## src/inc/srqm_pkg.sv

```systemverilog
package srqm_pkg;
   // -------------------------------------------------------------------------
   // Register map, as Avalon word indexes
   // -------------------------------------------------------------------------
   localparam logic [2:0] REG_CMD = 3'h0;
   localparam logic [2:0] REG_ADDR = 3'h1;
   localparam logic [2:0] REG_WDATA = 3'h2;
   localparam logic [2:0] REG_RDATA = 3'h3;
   localparam logic [2:0] REG_STATUS = 3'h4;
   localparam logic [2:0] REG_CFG = 3'h5;
   localparam int ST_BUSY = 0;
   localparam int ST_SECURE = 1;
   localparam int ST_QUERY = 2;
   localparam int ST_FLOCK = 3;
   localparam int ST_REFUSED = 4;
   localparam int ST_MISMATCH = 5;
   localparam int ST_PROT = 6;
   localparam int CFG_BYTE = 0;
   localparam int CFG_PROT = 1;
   // -------------------------------------------------------------------------
   // Operations and flash command codes
   // -------------------------------------------------------------------------
   typedef enum logic [3:0] {
      SRQM_OP_NONE = 4'h0, SRQM_OP_READ = 4'h1, SRQM_OP_WRITE = 4'h2, SRQM_OP_ENTER = 4'h3,
      SRQM_OP_EXIT = 4'h4, SRQM_OP_QUERY = 4'h5, SRQM_OP_RESET = 4'h6, SRQM_OP_LOCKRD = 4'h7,
      SRQM_OP_HWRST = 4'h8
   } srqm_op_t;
   localparam logic [7:0] CODE_UNLK1 = 8'haa;
   localparam logic [7:0] CODE_UNLK2 = 8'h55;
   localparam logic [7:0] CODE_ENTER = 8'h88;
   localparam logic [7:0] CODE_EXIT = 8'h90;
   localparam logic [7:0] CODE_EXIT2 = 8'h00;
   localparam logic [7:0] CODE_AUTOSEL = 8'h90;
   localparam logic [7:0] CODE_QUERY = 8'h98;
   localparam logic [7:0] CODE_RESET = 8'hf0;
   localparam logic [7:0] CODE_BYPASS = 8'h20;
   localparam logic [20:0] W_UNLK1 = 21'h000555;
   localparam logic [20:0] B_UNLK1 = 21'h000aaa;
   localparam logic [20:0] W_UNLK2 = 21'h0002aa;
   localparam logic [20:0] B_UNLK2 = 21'h000555;
   localparam logic [20:0] W_QRY = 21'h000055;
   localparam logic [20:0] B_QRY = 21'h0000aa;
   localparam logic [20:0] W_LOCKIND = 21'h000003;
   localparam logic [20:0] B_LOCKIND = 21'h000006;
   localparam logic [20:0] QRY_MASK_W = 21'h00007f;
   localparam int LOCK_BIT = 7;
   // -------------------------------------------------------------------------
   // Secure region geometry and timing
   // -------------------------------------------------------------------------
   localparam logic [20:0] REGION_BYTES = 21'h000100;
   localparam logic [20:0] REGION_WORDS = 21'h000080;
   localparam logic [20:0] SERIAL_BYTES = 21'h000010;
   localparam logic [20:0] SERIAL_WORDS = 21'h000008;
   localparam logic [20:0] REGION_BASE = 21'h0f8000;
   localparam int CLK_NS = 50;
   localparam int T_ACC_NS = 70;
   localparam int T_WP_NS = 35;
   localparam int T_RP_NS = 500;
   localparam int CYC_ACC = (T_ACC_NS + CLK_NS - 1) / CLK_NS;
   localparam int CYC_WP = (T_WP_NS + CLK_NS - 1) / CLK_NS;
   localparam int CYC_RP = (T_RP_NS + CLK_NS - 1) / CLK_NS;
endpackage

```

## src/rtl/srqm_host.sv

```systemverilog
// Our own choices: register access over Avalon-MM and the address map.
`timescale 1ns/10ps
//Contract
//- Locking starts with the three-cycle enter sequence.
//- Exit the secure region before touching the remaining array.
//- Query mode is entered by 98h at 55h word or AAh byte.
//- In word mode query reads keep address bit seven and up zero.
//- Query mode lasts until the reset command.
module srqm_host #(
   parameter int ADDR_W = 21
) (
   input wire logic SYS_CLK,
   input wire logic RST_N,
   input wire logic [2:0] AVS_ADDRESS,
   input wire logic AVS_READ,
   input wire logic AVS_WRITE,
   input wire logic [31:0] AVS_WRITEDATA,
   output logic [31:0] AVS_READDATA,
   output logic AVS_WAITREQUEST,
   output logic [ADDR_W-1:0] FL_ADDR,
   input wire logic [15:0] FL_DQ_I,
   output logic [15:0] FL_DQ_O,
   output logic FL_DQ_OE_N,
   output logic FL_CE_N,
   output logic FL_OE_N,
   output logic FL_WE_N,
   output logic FL_RESET_N,
   output logic FL_BYTE_N
);
   if (ADDR_W != 21) begin : g_chk_addr
      $error("srqm_host serves a 21-bit flash address only.");
   end
   if (srqm_pkg::CYC_RP > 15 || srqm_pkg::CYC_ACC > 15) begin : g_chk_cnt
      $error("srqm_host timing counts exceed the 4-bit counter.");
   end

   // -------------------------------------------------------------------------
   // Sequence table
   // -------------------------------------------------------------------------
   // Returns {last, is_read, address, data} for one bus cycle of an operation.
   function automatic logic [38:0] seq_step(input logic [3:0] op, input logic [2:0] idx,
                                            input logic bm, input logic [20:0] a,
                                            input logic [15:0] d);
      logic [20:0] u1;
      logic [20:0] u2;
      u1 = bm ? srqm_pkg::B_UNLK1 : srqm_pkg::W_UNLK1;
      u2 = bm ? srqm_pkg::B_UNLK2 : srqm_pkg::W_UNLK2;
      seq_step = {2'b10, 21'h000000, 8'h00, srqm_pkg::CODE_RESET};
      unique case ({op, idx})
         {srqm_pkg::SRQM_OP_READ, 3'h0}: seq_step = {2'b11, a, 16'h0000};
         {srqm_pkg::SRQM_OP_WRITE, 3'h0}: seq_step = {2'b10, a, d};
         {srqm_pkg::SRQM_OP_ENTER, 3'h0}, {srqm_pkg::SRQM_OP_EXIT, 3'h0},
         {srqm_pkg::SRQM_OP_LOCKRD, 3'h0}: seq_step = {2'b00, u1, 8'h00, srqm_pkg::CODE_UNLK1};
         {srqm_pkg::SRQM_OP_ENTER, 3'h1}, {srqm_pkg::SRQM_OP_EXIT, 3'h1},
         {srqm_pkg::SRQM_OP_LOCKRD, 3'h1}: seq_step = {2'b00, u2, 8'h00, srqm_pkg::CODE_UNLK2};
         {srqm_pkg::SRQM_OP_ENTER, 3'h2}: seq_step = {2'b10, u1, 8'h00, srqm_pkg::CODE_ENTER};
         {srqm_pkg::SRQM_OP_EXIT, 3'h2}: seq_step = {2'b00, u1, 8'h00, srqm_pkg::CODE_EXIT};
         {srqm_pkg::SRQM_OP_EXIT, 3'h3}: seq_step = {2'b10, 21'h000000, 8'h00, srqm_pkg::CODE_EXIT2};
         {srqm_pkg::SRQM_OP_LOCKRD, 3'h2}: seq_step = {2'b00, u1, 8'h00, srqm_pkg::CODE_AUTOSEL};
         {srqm_pkg::SRQM_OP_LOCKRD, 3'h3}:
            seq_step = {2'b01, bm ? srqm_pkg::B_LOCKIND : srqm_pkg::W_LOCKIND, 16'h0000};
         {srqm_pkg::SRQM_OP_QUERY, 3'h0}:
            seq_step = {2'b10, bm ? srqm_pkg::B_QRY : srqm_pkg::W_QRY, 8'h00, srqm_pkg::CODE_QUERY};
         default: seq_step = {2'b10, 21'h000000, 8'h00, srqm_pkg::CODE_RESET};
      endcase
   endfunction

   // Expected query words; a zero also covers the alternate set and unsupported entries.
   function automatic logic [15:0] cfi_expect(input logic [6:0] wa);
      unique case (wa)
         7'h10: cfi_expect = 16'h0051;
         7'h11: cfi_expect = 16'h0052;
         7'h12: cfi_expect = 16'h0059;
         7'h13: cfi_expect = 16'h0002;
         7'h15: cfi_expect = 16'h0040;
         7'h1b: cfi_expect = 16'h0027;
         7'h1c: cfi_expect = 16'h0036;
         7'h1f: cfi_expect = 16'h0007;
         7'h21: cfi_expect = 16'h000a;
         7'h23: cfi_expect = 16'h0001;
         7'h25: cfi_expect = 16'h0004;
         default: cfi_expect = 16'h0000;
      endcase
   endfunction

   // -------------------------------------------------------------------------
   // Registers and bus slave
   // -------------------------------------------------------------------------
   typedef enum logic [2:0] {
      SRQM_IDLE = 3'b000, SRQM_LOAD = 3'b001, SRQM_SETUP = 3'b011, SRQM_STROBE = 3'b010,
      SRQM_HOLD = 3'b110, SRQM_HWRST = 3'b111
   } srqm_state_t;

   srqm_state_t state_ff, nxt_state;
   logic [3:0] op_ff, cnt_ff, nxt_cnt;
   logic [2:0] idx_ff, nxt_idx;
   logic [20:0] addr_ff, nxt_addr, pin_addr_ff, nxt_pin_addr;
   logic [15:0] wdata_ff, rdata_ff, dq_o_ff, nxt_dq_o;
   logic ack_ff, byte_ff, prot_ff, sec_ff, qry_ff, flock_ff, refused_ff, mism_ff;
   logic dq_oe_n_ff, nxt_dq_oe_n, ce_n_ff, nxt_ce_n, oe_n_ff, nxt_oe_n;
   logic we_n_ff, nxt_we_n, rst_n_ff, nxt_rst_n;
   logic [31:0] readdata_ff;

   wire bus_req = AVS_READ | AVS_WRITE;
   wire wr_en = AVS_WRITE & ack_ff;
   wire wr_cmd = wr_en && AVS_ADDRESS == srqm_pkg::REG_CMD;
   wire [3:0] new_op = AVS_WRITEDATA[3:0];
   wire idle = state_ff == SRQM_IDLE;

   // Region window checks for the address that software staged.
   wire [20:0] reg_size = byte_ff ? srqm_pkg::REGION_BYTES : srqm_pkg::REGION_WORDS;
   wire [20:0] ser_size = byte_ff ? srqm_pkg::SERIAL_BYTES : srqm_pkg::SERIAL_WORDS;
   wire [20:0] reg_off = addr_ff - srqm_pkg::REGION_BASE;
   wire in_region = addr_ff >= srqm_pkg::REGION_BASE && reg_off < reg_size;
   // Outside the serial words a factory-locked region is unavailable.
   wire ser_ok = !flock_ff || reg_off < ser_size;
   // Every read outside the region is refused until exit or hardware reset.
   wire rd_bad = sec_ff && !(in_region && ser_ok);
   // Locked or protected regions take no writes; unprotected ones do, except data whose low byte is 20h.
   wire wr_lock = sec_ff && (flock_ff || prot_ff || !in_region);
   wire wr_bypass = sec_ff && wdata_ff[7:0] == srqm_pkg::CODE_BYPASS;
   wire wr_bad = wr_lock || wr_bypass || qry_ff;
   wire op_known = new_op >= 4'(srqm_pkg::SRQM_OP_READ) && new_op <= 4'(srqm_pkg::SRQM_OP_HWRST);
   wire op_bad = !idle || !op_known
                 || (new_op == 4'(srqm_pkg::SRQM_OP_READ) && rd_bad)
                 || (new_op == 4'(srqm_pkg::SRQM_OP_WRITE) && wr_bad)
                 || (new_op == 4'(srqm_pkg::SRQM_OP_ENTER) && qry_ff);
   wire go = wr_cmd && !op_bad;
   wire refuse_set = wr_cmd && op_bad;

   wire [38:0] step = seq_step(op_ff, idx_ff, byte_ff, addr_ff, wdata_ff);
   wire step_last = step[38];
   wire step_rd = step[37];
   // Query reads in word mode keep address bit seven and above at zero.
   wire [20:0] step_addr = (qry_ff && !byte_ff && op_ff == 4'(srqm_pkg::SRQM_OP_READ))
                           ? (step[36:16] & srqm_pkg::QRY_MASK_W) : step[36:16];
   wire strobe_end = state_ff == SRQM_STROBE && cnt_ff == 4'h0;
   wire rd_sample = strobe_end && step_rd;
   wire seq_done = state_ff == SRQM_HOLD && step_last;
   wire [3:0] cyc_acc = 4'(srqm_pkg::CYC_ACC - 1);
   wire [3:0] cyc_wp = 4'(srqm_pkg::CYC_WP - 1);
   wire [3:0] cyc_rp = 4'(srqm_pkg::CYC_RP - 1);

   // Query data sits on the low byte; byte addresses are halved to word offsets.
   wire [15:0] rd_word = (qry_ff || byte_ff) ? {8'h00, FL_DQ_I[7:0]} : FL_DQ_I;
   wire [6:0] q_wa = byte_ff ? step_addr[7:1] : step_addr[6:0];
   wire q_chk = qry_ff && op_ff == 4'(srqm_pkg::SRQM_OP_READ) && q_wa >= 7'h10 && q_wa <= 7'h26;
   wire mism_set = rd_sample && q_chk && rd_word != cfi_expect(q_wa);
   wire lock_cap = rd_sample && op_ff == 4'(srqm_pkg::SRQM_OP_LOCKRD);
   wire st_wr = wr_en && AVS_ADDRESS == srqm_pkg::REG_STATUS;

   wire [31:0] status_word = {25'h0000000, prot_ff, mism_ff, refused_ff, flock_ff, qry_ff,
                              sec_ff, !idle};
   logic [31:0] rd_mux;
   always_comb begin
      unique case (AVS_ADDRESS)
         srqm_pkg::REG_CMD: rd_mux = {28'h0000000, op_ff};
         srqm_pkg::REG_ADDR: rd_mux = {11'h000, addr_ff};
         srqm_pkg::REG_WDATA: rd_mux = {16'h0000, wdata_ff};
         srqm_pkg::REG_RDATA: rd_mux = {16'h0000, rdata_ff};
         srqm_pkg::REG_STATUS: rd_mux = status_word;
         srqm_pkg::REG_CFG: rd_mux = {30'h00000000, prot_ff, byte_ff};
         default: rd_mux = 32'h00000000;
      endcase
   end

   assign AVS_WAITREQUEST = bus_req & ~ack_ff;
   assign AVS_READDATA = readdata_ff;

   always_ff @(posedge SYS_CLK or negedge RST_N) begin
      if (!RST_N) begin
         ack_ff <= 1'b0;
         readdata_ff <= 32'h00000000;
         addr_ff <= 21'h000000;
         wdata_ff <= 16'h0000;
         byte_ff <= 1'b0;
         prot_ff <= 1'b0;
      end else begin
         ack_ff <= bus_req & ~ack_ff;
         if (AVS_READ && !ack_ff) begin
            readdata_ff <= rd_mux;
         end
         if (wr_en && idle && AVS_ADDRESS == srqm_pkg::REG_ADDR) begin
            addr_ff <= AVS_WRITEDATA[20:0];
         end
         if (wr_en && idle && AVS_ADDRESS == srqm_pkg::REG_WDATA) begin
            wdata_ff <= AVS_WRITEDATA[15:0];
         end
         if (wr_en && idle && AVS_ADDRESS == srqm_pkg::REG_CFG) begin
            byte_ff <= AVS_WRITEDATA[srqm_pkg::CFG_BYTE];
            // Protection is one-way: software can set the mirror, never clear it.
            prot_ff <= prot_ff | AVS_WRITEDATA[srqm_pkg::CFG_PROT];
         end
      end
   end

   // -------------------------------------------------------------------------
   // Mode tracking
   // -------------------------------------------------------------------------
   // The sticky flags let a new event win over a same-cycle clear.
   always_ff @(posedge SYS_CLK or negedge RST_N) begin
      if (!RST_N) begin
         sec_ff <= 1'b0;
         qry_ff <= 1'b0;
         flock_ff <= 1'b0;
         refused_ff <= 1'b0;
         mism_ff <= 1'b0;
         rdata_ff <= 16'h0000;
         op_ff <= 4'h0;
      end else begin
         refused_ff <= refuse_set | (refused_ff & ~(st_wr & AVS_WRITEDATA[srqm_pkg::ST_REFUSED]));
         mism_ff <= mism_set | (mism_ff & ~(st_wr & AVS_WRITEDATA[srqm_pkg::ST_MISMATCH]));
         if (go) begin
            op_ff <= new_op;
         end
         if (rd_sample) begin
            rdata_ff <= rd_word;
         end
         if (lock_cap) begin
            flock_ff <= FL_DQ_I[srqm_pkg::LOCK_BIT];
         end
         if (seq_done && op_ff == 4'(srqm_pkg::SRQM_OP_ENTER)) begin
            sec_ff <= 1'b1;
         end else if (seq_done && op_ff == 4'(srqm_pkg::SRQM_OP_EXIT)) begin
            sec_ff <= 1'b0;
         end
         if (seq_done && op_ff == 4'(srqm_pkg::SRQM_OP_QUERY)) begin
            qry_ff <= 1'b1;
         end else if (seq_done && op_ff == 4'(srqm_pkg::SRQM_OP_RESET)) begin
            qry_ff <= 1'b0;
         end
         if (state_ff == SRQM_HWRST && cnt_ff == 4'h0) begin
            sec_ff <= 1'b0;
            qry_ff <= 1'b0;
         end
      end
   end

   // -------------------------------------------------------------------------
   // Bus cycle engine
   // -------------------------------------------------------------------------
   // Address and data settle one cycle before the strobe, so setup never races it.
   always_comb begin
      nxt_state = state_ff;
      nxt_cnt = cnt_ff;
      nxt_idx = idx_ff;
      nxt_pin_addr = pin_addr_ff;
      nxt_dq_o = dq_o_ff;
      nxt_dq_oe_n = dq_oe_n_ff;
      nxt_ce_n = ce_n_ff;
      nxt_oe_n = oe_n_ff;
      nxt_we_n = we_n_ff;
      nxt_rst_n = rst_n_ff;
      unique case (state_ff)
         SRQM_IDLE: begin
            nxt_idx = 3'h0;
            if (go && new_op == 4'(srqm_pkg::SRQM_OP_HWRST)) begin
               nxt_state = SRQM_HWRST;
               nxt_cnt = cyc_rp;
               nxt_rst_n = 1'b0;
            end else if (go) begin
               nxt_state = SRQM_LOAD;
            end
         end
         SRQM_LOAD: begin
            nxt_pin_addr = step_addr;
            nxt_dq_o = step[15:0];
            nxt_dq_oe_n = step_rd;
            nxt_ce_n = 1'b0;
            nxt_state = SRQM_SETUP;
         end
         SRQM_SETUP: begin
            nxt_oe_n = !step_rd;
            nxt_we_n = step_rd;
            nxt_cnt = step_rd ? cyc_acc : cyc_wp;
            nxt_state = SRQM_STROBE;
         end
         SRQM_STROBE: begin
            if (cnt_ff == 4'h0) begin
               nxt_oe_n = 1'b1;
               nxt_we_n = 1'b1;
               nxt_state = SRQM_HOLD;
            end else begin
               nxt_cnt = cnt_ff - 4'h1;
            end
         end
         SRQM_HOLD: begin
            nxt_ce_n = 1'b1;
            nxt_dq_oe_n = 1'b1;
            nxt_idx = idx_ff + 3'h1;
            nxt_state = step_last ? SRQM_IDLE : SRQM_LOAD;
         end
         SRQM_HWRST: begin
            if (cnt_ff == 4'h0) begin
               nxt_rst_n = 1'b1;
               nxt_state = SRQM_IDLE;
            end else begin
               nxt_cnt = cnt_ff - 4'h1;
            end
         end
         default: nxt_state = SRQM_IDLE;
      endcase
   end

   always_ff @(posedge SYS_CLK or negedge RST_N) begin
      if (!RST_N) begin
         state_ff <= SRQM_IDLE;
         cnt_ff <= 4'h0;
         idx_ff <= 3'h0;
         pin_addr_ff <= 21'h000000;
         dq_o_ff <= 16'h0000;
         dq_oe_n_ff <= 1'b1;
         ce_n_ff <= 1'b1;
         oe_n_ff <= 1'b1;
         we_n_ff <= 1'b1;
         rst_n_ff <= 1'b1;
      end else begin
         state_ff <= nxt_state;
         cnt_ff <= nxt_cnt;
         idx_ff <= nxt_idx;
         pin_addr_ff <= nxt_pin_addr;
         dq_o_ff <= nxt_dq_o;
         dq_oe_n_ff <= nxt_dq_oe_n;
         ce_n_ff <= nxt_ce_n;
         oe_n_ff <= nxt_oe_n;
         we_n_ff <= nxt_we_n;
         rst_n_ff <= nxt_rst_n;
      end
   end

   assign FL_ADDR = pin_addr_ff;
   assign FL_DQ_O = dq_o_ff;
   assign FL_DQ_OE_N = dq_oe_n_ff;
   assign FL_CE_N = ce_n_ff;
   assign FL_OE_N = oe_n_ff;
   assign FL_WE_N = we_n_ff;
   assign FL_RESET_N = rst_n_ff;
   assign FL_BYTE_N = !byte_ff;
endmodule // srqm_host

```

## config.mk

```make
export PLATFORM = sky130hd
export DESIGN_NAME = srqm_host
export DESIGN_NICKNAME = d
export VERILOG_FILES = /design/src/inc/srqm_pkg.sv /design/src/rtl/srqm_host.sv
export SDC_FILE = /design/constraint.sdc
export NUM_CORES = 1
export LEC_CHECK = 0
export BUFFER_PORTS_ARGS = -buffer_cell sky130_fd_sc_hd__buf_2
export CELL_PAD_IN_SITES_DETAIL_PLACEMENT = 0
export CELL_PAD_IN_SITES_GLOBAL_PLACEMENT = 1
export CORE_AREA = 2 2 135 150
export DETAILED_ROUTE_END_ITERATION = 8
export DIE_AREA = 0 0 137 152
export GPL_ROUTABILITY_DRIVEN = 0
export PLACE_DENSITY_LB_ADDON = 0.1
export SYNTH_ARGS = -nofsm -noshare
export SYNTH_HDL_FRONTEND = slang
export SYNTH_SLANG_ARGS = --single-unit
```

## constraint.sdc

```tcl
create_clock -name SYS_CLK -period 3.04 [get_ports SYS_CLK]
set_clock_uncertainty 0.2 [all_clocks]
set_input_delay 0.304 -clock SYS_CLK [delete_from_list [all_inputs] [get_ports SYS_CLK]]
set_output_delay 0.304 -clock SYS_CLK [all_outputs]
set_load 0.01 [all_outputs]
```

; Word-level counts from Yosys, hierarchy flattened
; Cells that the tools add are included.
[totals]
reg_bits = 149
wordCells = 206
output_inout_bits = 76
[classes]
reduce_logical = 72
n_eq_ne = 52
addsub = 3
order_cmp = 7
mux = 36
n_bitwise = 13
[op_table]
columns = op, n
row1 = one-hot mux 39 bit (9 select lines), 1
row2 = one-hot mux 21 bit (6 select lines), 1
row3 = "== test 7 x 5 -> 1 bit, second input constant", 12
row4 = "== test 7 x 6 -> 1 bit, second input constant", 12
row5 = one-hot mux 7 bit (11 select lines), 1
row6 = logical AND 1 bit, 35
row7 = ">= comparator 21 x 20 -> 1 bit, second input constant", 1
row8 = < comparator 21 x 5 -> 1 bit, 1
row9 = < comparator 21 x 9 -> 1 bit, 1
row10 = two-way mux 21 bit, 1
row11 = "subtractor 21 x 20 -> 21 bit, second input constant", 1
row12 = one-hot mux 3 bit (6 select lines), 1
row13 = "== test 4 x 3 -> 1 bit, second input constant", 4
row14 = two-way mux 16 bit, 1
row15 = != test 16 bit, 1
row16 = two-way mux 3 bit, 5
row17 = "== test 3 x 2 -> 1 bit, second input constant", 4
row18 = "== test 3 bit, second input constant", 4
row19 = "== test 4 x 2 -> 1 bit, second input constant", 3
row20 = two-way mux 12 bit, 1
row21 = one-hot mux 4 bit (3 select lines), 1
row22 = two-way mux 11 bit, 1
row23 = logical OR 1 bit, 10
row24 = two-way mux 1 bit, 10
row25 = 33 further kinds, 70

; Logic depth before layout (Yosys ltp)
[logic_depth]
depth_word = 16
ltp_mapped = 13
depth_no_buf = 10

; Worst setup path before layout
; No wires, ideal clock.
[synth_path]
kind = register -> register
startpoint = reg byte_ff
endpoint = reg cnt_ff[2]
slack_ns = -0.065
period_less_slack_ns = 3.105
required_ns = 2.776
t_arrival_ns = 2.841
stages_incl_launch_ff = 14
setup_ns = 0.064
path_cell_list = dfrtp_1 -> clkbuf_1 -> clkbuf_1 -> buf_1 -> inv_1 -> ha_1 -> nand4b_1 -> nor3_1 -> nand3_1 -> a21oi_1 -> o2111ai_1 -> nand2_1 -> nor4bb_1 -> a21o_1
[synth_via]
elab_chain_len = 16
word_cells_on_any_way = 24
cone_classes = order compare: 2 / eq/ne: 1 / mux: 2 / reduce/logical: 19
[synth_rtl]
columns = element, line_no
row1 = start: declaration, srqm_host.sv:99  ; logic ack_ff, byte_ff, prot_ff, sec_ff, qry_ff, flock_ff, refused_ff, mism_ff;
row2 = start signal: assignment, srqm_host.sv:190  ; byte_ff <= AVS_WRITEDATA[srqm_pkg::CFG_BYTE];
row3 = two-way mux 9 bit, srqm_host.sv:111  ; wire [20:0] reg_size = byte_ff ? srqm_pkg::REGION_BYTES : srqm_pkg::REGION_WORDS;
row4 = < comparator 21 x 9 -> 1 bit, srqm_host.sv:114  ; wire in_region = addr_ff >= srqm_pkg::REGION_BASE && reg_off < reg_size;
row5 = logical AND 1 bit, srqm_host.sv:114
row6 = zero test 1 bit, srqm_host.sv:120  ; wire wr_lock = sec_ff && (flock_ff || prot_ff || !in_region);
row7 = logical OR 1 bit, srqm_host.sv:120
row8 = logical AND 1 bit, srqm_host.sv:120
row9 = logical OR 1 bit (2 in a row), srqm_host.sv:122  ; wire wr_bad = wr_lock || wr_bypass || qry_ff;
row10 = logical AND 1 bit, srqm_host.sv:126  ; || (new_op == 4'(srqm_pkg::SRQM_OP_WRITE) && wr_bad)
row11 = logical OR 1 bit *, srqm_host.sv:126
row12 = logical OR 1 bit *, srqm_host.sv:127  ; || (new_op == 4'(srqm_pkg::SRQM_OP_ENTER) && qry_ff);
row13 = zero test 1 bit *, srqm_host.sv:128  ; wire go = wr_cmd && !op_bad;
row14 = logical AND 1 bit *, srqm_host.sv:128
row15 = logical AND 1 bit *, srqm_host.sv:257  ; if (go && new_op == 4'(srqm_pkg::SRQM_OP_HWRST)) begin
row16 = != test 2 x 1 -> 1 bit (no line) *, n/a
row17 = AND reduction 3 bit (no line) *, n/a
row18 = end signal: assignment, srqm_host.sv:319  ; cnt_ff <= nxt_cnt;
row19 = end: declaration, srqm_host.sv:95  ; logic [3:0] op_ff, cnt_ff, nxt_cnt;
; Every way passes the cells marked *; elsewhere a longest branch is shown, timed or not.
; A chain may end at the register's enable or synchronous reset.

; Worst setup path in the final report
[layout_path]
startpoint = reg idx_ff[0]
endpoint = reg mism_ff
[layout_via]
elab_chain_len = 11
word_cells_on_any_way = 41
cone_classes = order compare: 2 / eq/ne: 26 / mux: 4 / bitwise: 1 / reduce/logical: 8
[layout_rtl]
columns = element, line_no
row1 = start: declaration, srqm_host.sv:96  ; logic [2:0] idx_ff, nxt_idx;
row2 = start signal: assignment, srqm_host.sv:320  ; idx_ff <= nxt_idx;
row3 = == test 7 x 5 -> 1 bit / == test 7 x 6 -> 1 bit (equally long branches), srqm_host.sv:49  ; unique case ({op, idx})
row4 = OR reduction 3 bit / OR reduction 2 bit (equally long branches), n/a
row5 = one-hot mux 39 bit (9 select lines) *, srqm_host.sv:49
row6 = branches (longest 6 deep; another with two-way mux 21 bit), n/a
row7 = logical AND 1 bit *, srqm_host.sv:148  ; wire mism_set = rd_sample && q_chk && rd_word != cfi_expect(q_wa);
row8 = bitwise OR 1 bit *, srqm_host.sv:212  ; mism_ff <= mism_set | (mism_ff & ~(st_wr & AVS_WRITEDATA[srqm_pkg::ST_MISMATCH]));
row9 = end signal: assignment, srqm_host.sv:212
row10 = end: declaration, srqm_host.sv:99
; Every way passes the cells marked *.

==> metrics <==
status finished with violations; failing checks negative setup slack; Via density 5.511; worst setup path category reg -> reg; # IOs 131; DIE WIDTH ~140 um; reg-to-reg startpoint idx_ff[0]$_DFFE_PN0P_; final core utilization around half; endpoints failing setup 1; Die Area 20820 um2; Lkg Pwr 4.655 nW; register cell area after layout 3461 um2; WHS Path Cells 2; cell family with most CP delay simple AND/OR/NAND/NOR gates; Int Pwr 5.217 mW; P&R area growth vs syn 33.34%; WHS Endpoint addr_ff[1]$_DFFE_PN0P_; Hold WS roughly 0.048 ns; Rows 54; CP Capture Type flop; R2R setup slack -0.006 ns; H-tree depth 4; Core Footprint about 20000 um2; total grt overflow 0; DIE HEIGHT 152 um; pin count of the biggest net entering global routing 63; Netlist cell types 76; total clock buffers created by CTS 17; Worst Hold Class in -> reg; TritonCTS clock tree built; unrepaired setup endpoints after global routing yes; #FFs+latches synth 138; CP Data Arrival Time approximately 3.2 ns; Routed Antenna Nets 0; top cells by area, synth dfrtp_1, mux2_2, o21ai_0; Clk pwr share 25.9%; PortBufs 108; register area share after synthesis 46.75%; CP required 3.17 ns; area leader, netlist dfrtp_1; EDFF count, synth 0; crit path buf inv count 1; worst rel slew slack roughly three fifths; Starting Density 38.03%; combinational share of power 40.0%; Post-CTS Setup Bufs 0; final max-slew violation count 0; CP Cell Sequence inv_1 -> ha_2 -> or4b_4 -> nor3_4 -> nor3_2 -> a2111o_1 -> xor2_1 -> and4_4 -> o32a_1 -> a41oi_1; Inserted Diodes 0; Synth Warn # 0; WL/cell 19.87 um; fillcell total 1846; Mapped Cells 745; reg2reg end mism_ff$_DFF_PN0_; min-delay src AVS_WRITEDATA[1]; Initial DRC Count 422; Clock Latency Late Sink 0.42 ns; Psw 3.102 mW; First-pass DRT Iterations 5; Yosys top cell area share 44.98%; global-route wire length before repair between 30 and 40 mm; final WL roughly 24 mm; max frequency between 0.3 and 0.4 GHz; Sequential Power Share 34.1%; clk buf depth 2; most common cell after layout, fill and taps aside dfrtp_1; final instance area 9867 um2; Startpoint Class flop; Final min period 3.046 ns; slowest stage delay, CP about 0.54 ns; asr flop ratio synth 100.0%; CTS sink cnt 138; initial antenna violation count 0; overall routing resource usage 24.16%; CTS root buffer clkbuf_16; crit share post-route 100.2%; final hold viol count 0; Sw Share roughly 37%; vias in the first global route 6866; clk slew on worst S/H paths 0.06 ns; Mapped Area roughly 7400 um2; fin nets 1026; P per Cell Area around 840 nW/um2; highest fanout seen on the critical path 4; DP HPWL between 15 and 20 mm; Setup TNS Final -0.006376 ns; Synth Flop Type dfrtp_1; area of placed instances 8825 um2; Peak VDD IR 0.0004665 V; layout cell share with drive strength beyond 1 34.43%; DR DRC count 0; Max-cap violations 0; slew at the pin closest to its max-slew limit 0.5761 ns; worst r2r path cells 10; commonest cells after routing, fill and taps aside dfrtp_1, buf_2, buf_4, nand2_1, o21ai_0; Critical-path top delay cell or4b_4; Vias approximately 6800; area of the multi-input gates 3771 um2; Mean Syn Cell Area 9.932 um2; Setup WS post-layout -0.006376 ns
-- how the worst max path moves through the flow --
stage	startpoint	endpoint	slack (ns)	depth (start not counted)
finish	idx_ff[0]$_DFFE_PN0P_	mism_ff$_DFF_PN0_	-0.006	10
global route	idx_ff[1]$_DFFE_PN0P_	mism_ff$_DFF_PN0_	-0.06	10
CTS	idx_ff[0]$_DFFE_PN0P_	mism_ff$_DFF_PN0_	0.02	11
detailed placement	idx_ff[0]$_DFFE_PN0P_	mism_ff$_DFF_PN0_	-0.10	12
global placement	idx_ff[0]$_DFFE_PN0P_	mism_ff$_DFF_PN0_	-0.05	10
floorplan	idx_ff[0]$_DFFE_PN0P_	mism_ff$_DFF_PN0_	0.004	10
-- per-layer routing --
| layer | GRT usage (%) | share of wire (%) | vias up |
|---|---|---|---|
| met3 | 3.804 | 3.8 | 29 |
| met1 | 34.41 | 47 | 3359 |
| met4 | 5.989 | 1.7 | 0 |
| met5 | 0 | 0 | - |
| met2 | 38.43 | 48 | 209 |
| li1 | - | - | 3170 |
-- state kept, by name, indices dropped and copies added, names as in the netlist, 3 cells and up --
register,count
FL_ADDR,21
rdata_ff,16
FL_DQ_O,16
state_ff,3
op_ff,4
wdata_ff,16
idx_ff,3
AVS_READDATA,21
addr_ff,21
cnt_ff,4
-- power groups by stage --
| stage | sequential [mW] | combinational (mW) | clock (mW) |
|---|---|---|---|
| 2_1_floorplan | 2.74 | 1.84 | 0 |
| 3_3_place_gp | 2.84 | 3.13 | 0 |
| 3_5_place_dp | 2.85 | 3.17 | 0 |
| 4_1_cts | 2.82 | 3.24 | 2.21 |
| 5_1_grt | 2.90 | 3.65 | 2.29 |
| 6_report | 2.84 | 3.33 | 2.16 |
-- area by class of cell --
cell class | count | area share, %
clock buffer | 18 | 4.349
inverter | 14 | 0.5326
sequential | 138 | 35.07
tap | 252 | 3.196
timing repair buffer | 243 | 16.80
clock inverter | 14 | 1.826
multi-input combinational | 549 | 38.22
-- synthesized netlist by cell type, drive strengths merged, types with 17 or more instances --
cell type,number
a22o,29
o21ai,68
dfrtp,133
nor3,17
clkbuf,34
mux2,61
a22oi,17
nand3,17
buf,20
nand2,84
a21oi,35
nor2,54
-- cells by family (layout without fill, tap and decap cells) --
kind of cell / after synthesis / count (layout) / share of synthesized area [%]
simple gates: 227 / 227 / 14.96
compound gates: 222 / 222 / 20.27
flops: 138 / 138 / 46.75
mux: 74 / 74 / 11.55
buf+inv: 68 / 289 / 4.227
fa+ha+maj: 8 / 8 / 1.353
xor+xnor: 7 / 7 / 0.8286
other cells: 1 / 11 / 0.05068
-- what timing repair did --
item | 4_1_cts | 5_1_grt
hold buffers | 34 | 0
gates resized for setup | 6 | 16
pin swaps | 2 | 1
hold endpoints to repair | 89 | 0
endpoints found under the setup margin | 1 | 7
-- metrics by stage --
stage                     total power, mW  setup slack, ns  instances
final                               8.319        -0.006376       1228
after detailed placement            6.024          -0.1033       1162
after CTS                           8.269          0.02373       1228
after global placement              5.964         -0.04644       1162
after global routing                8.833         -0.06028       1228
after floorplan                     4.575         0.003831        755
Note: power is estimated with default switching activity, not from simulation.
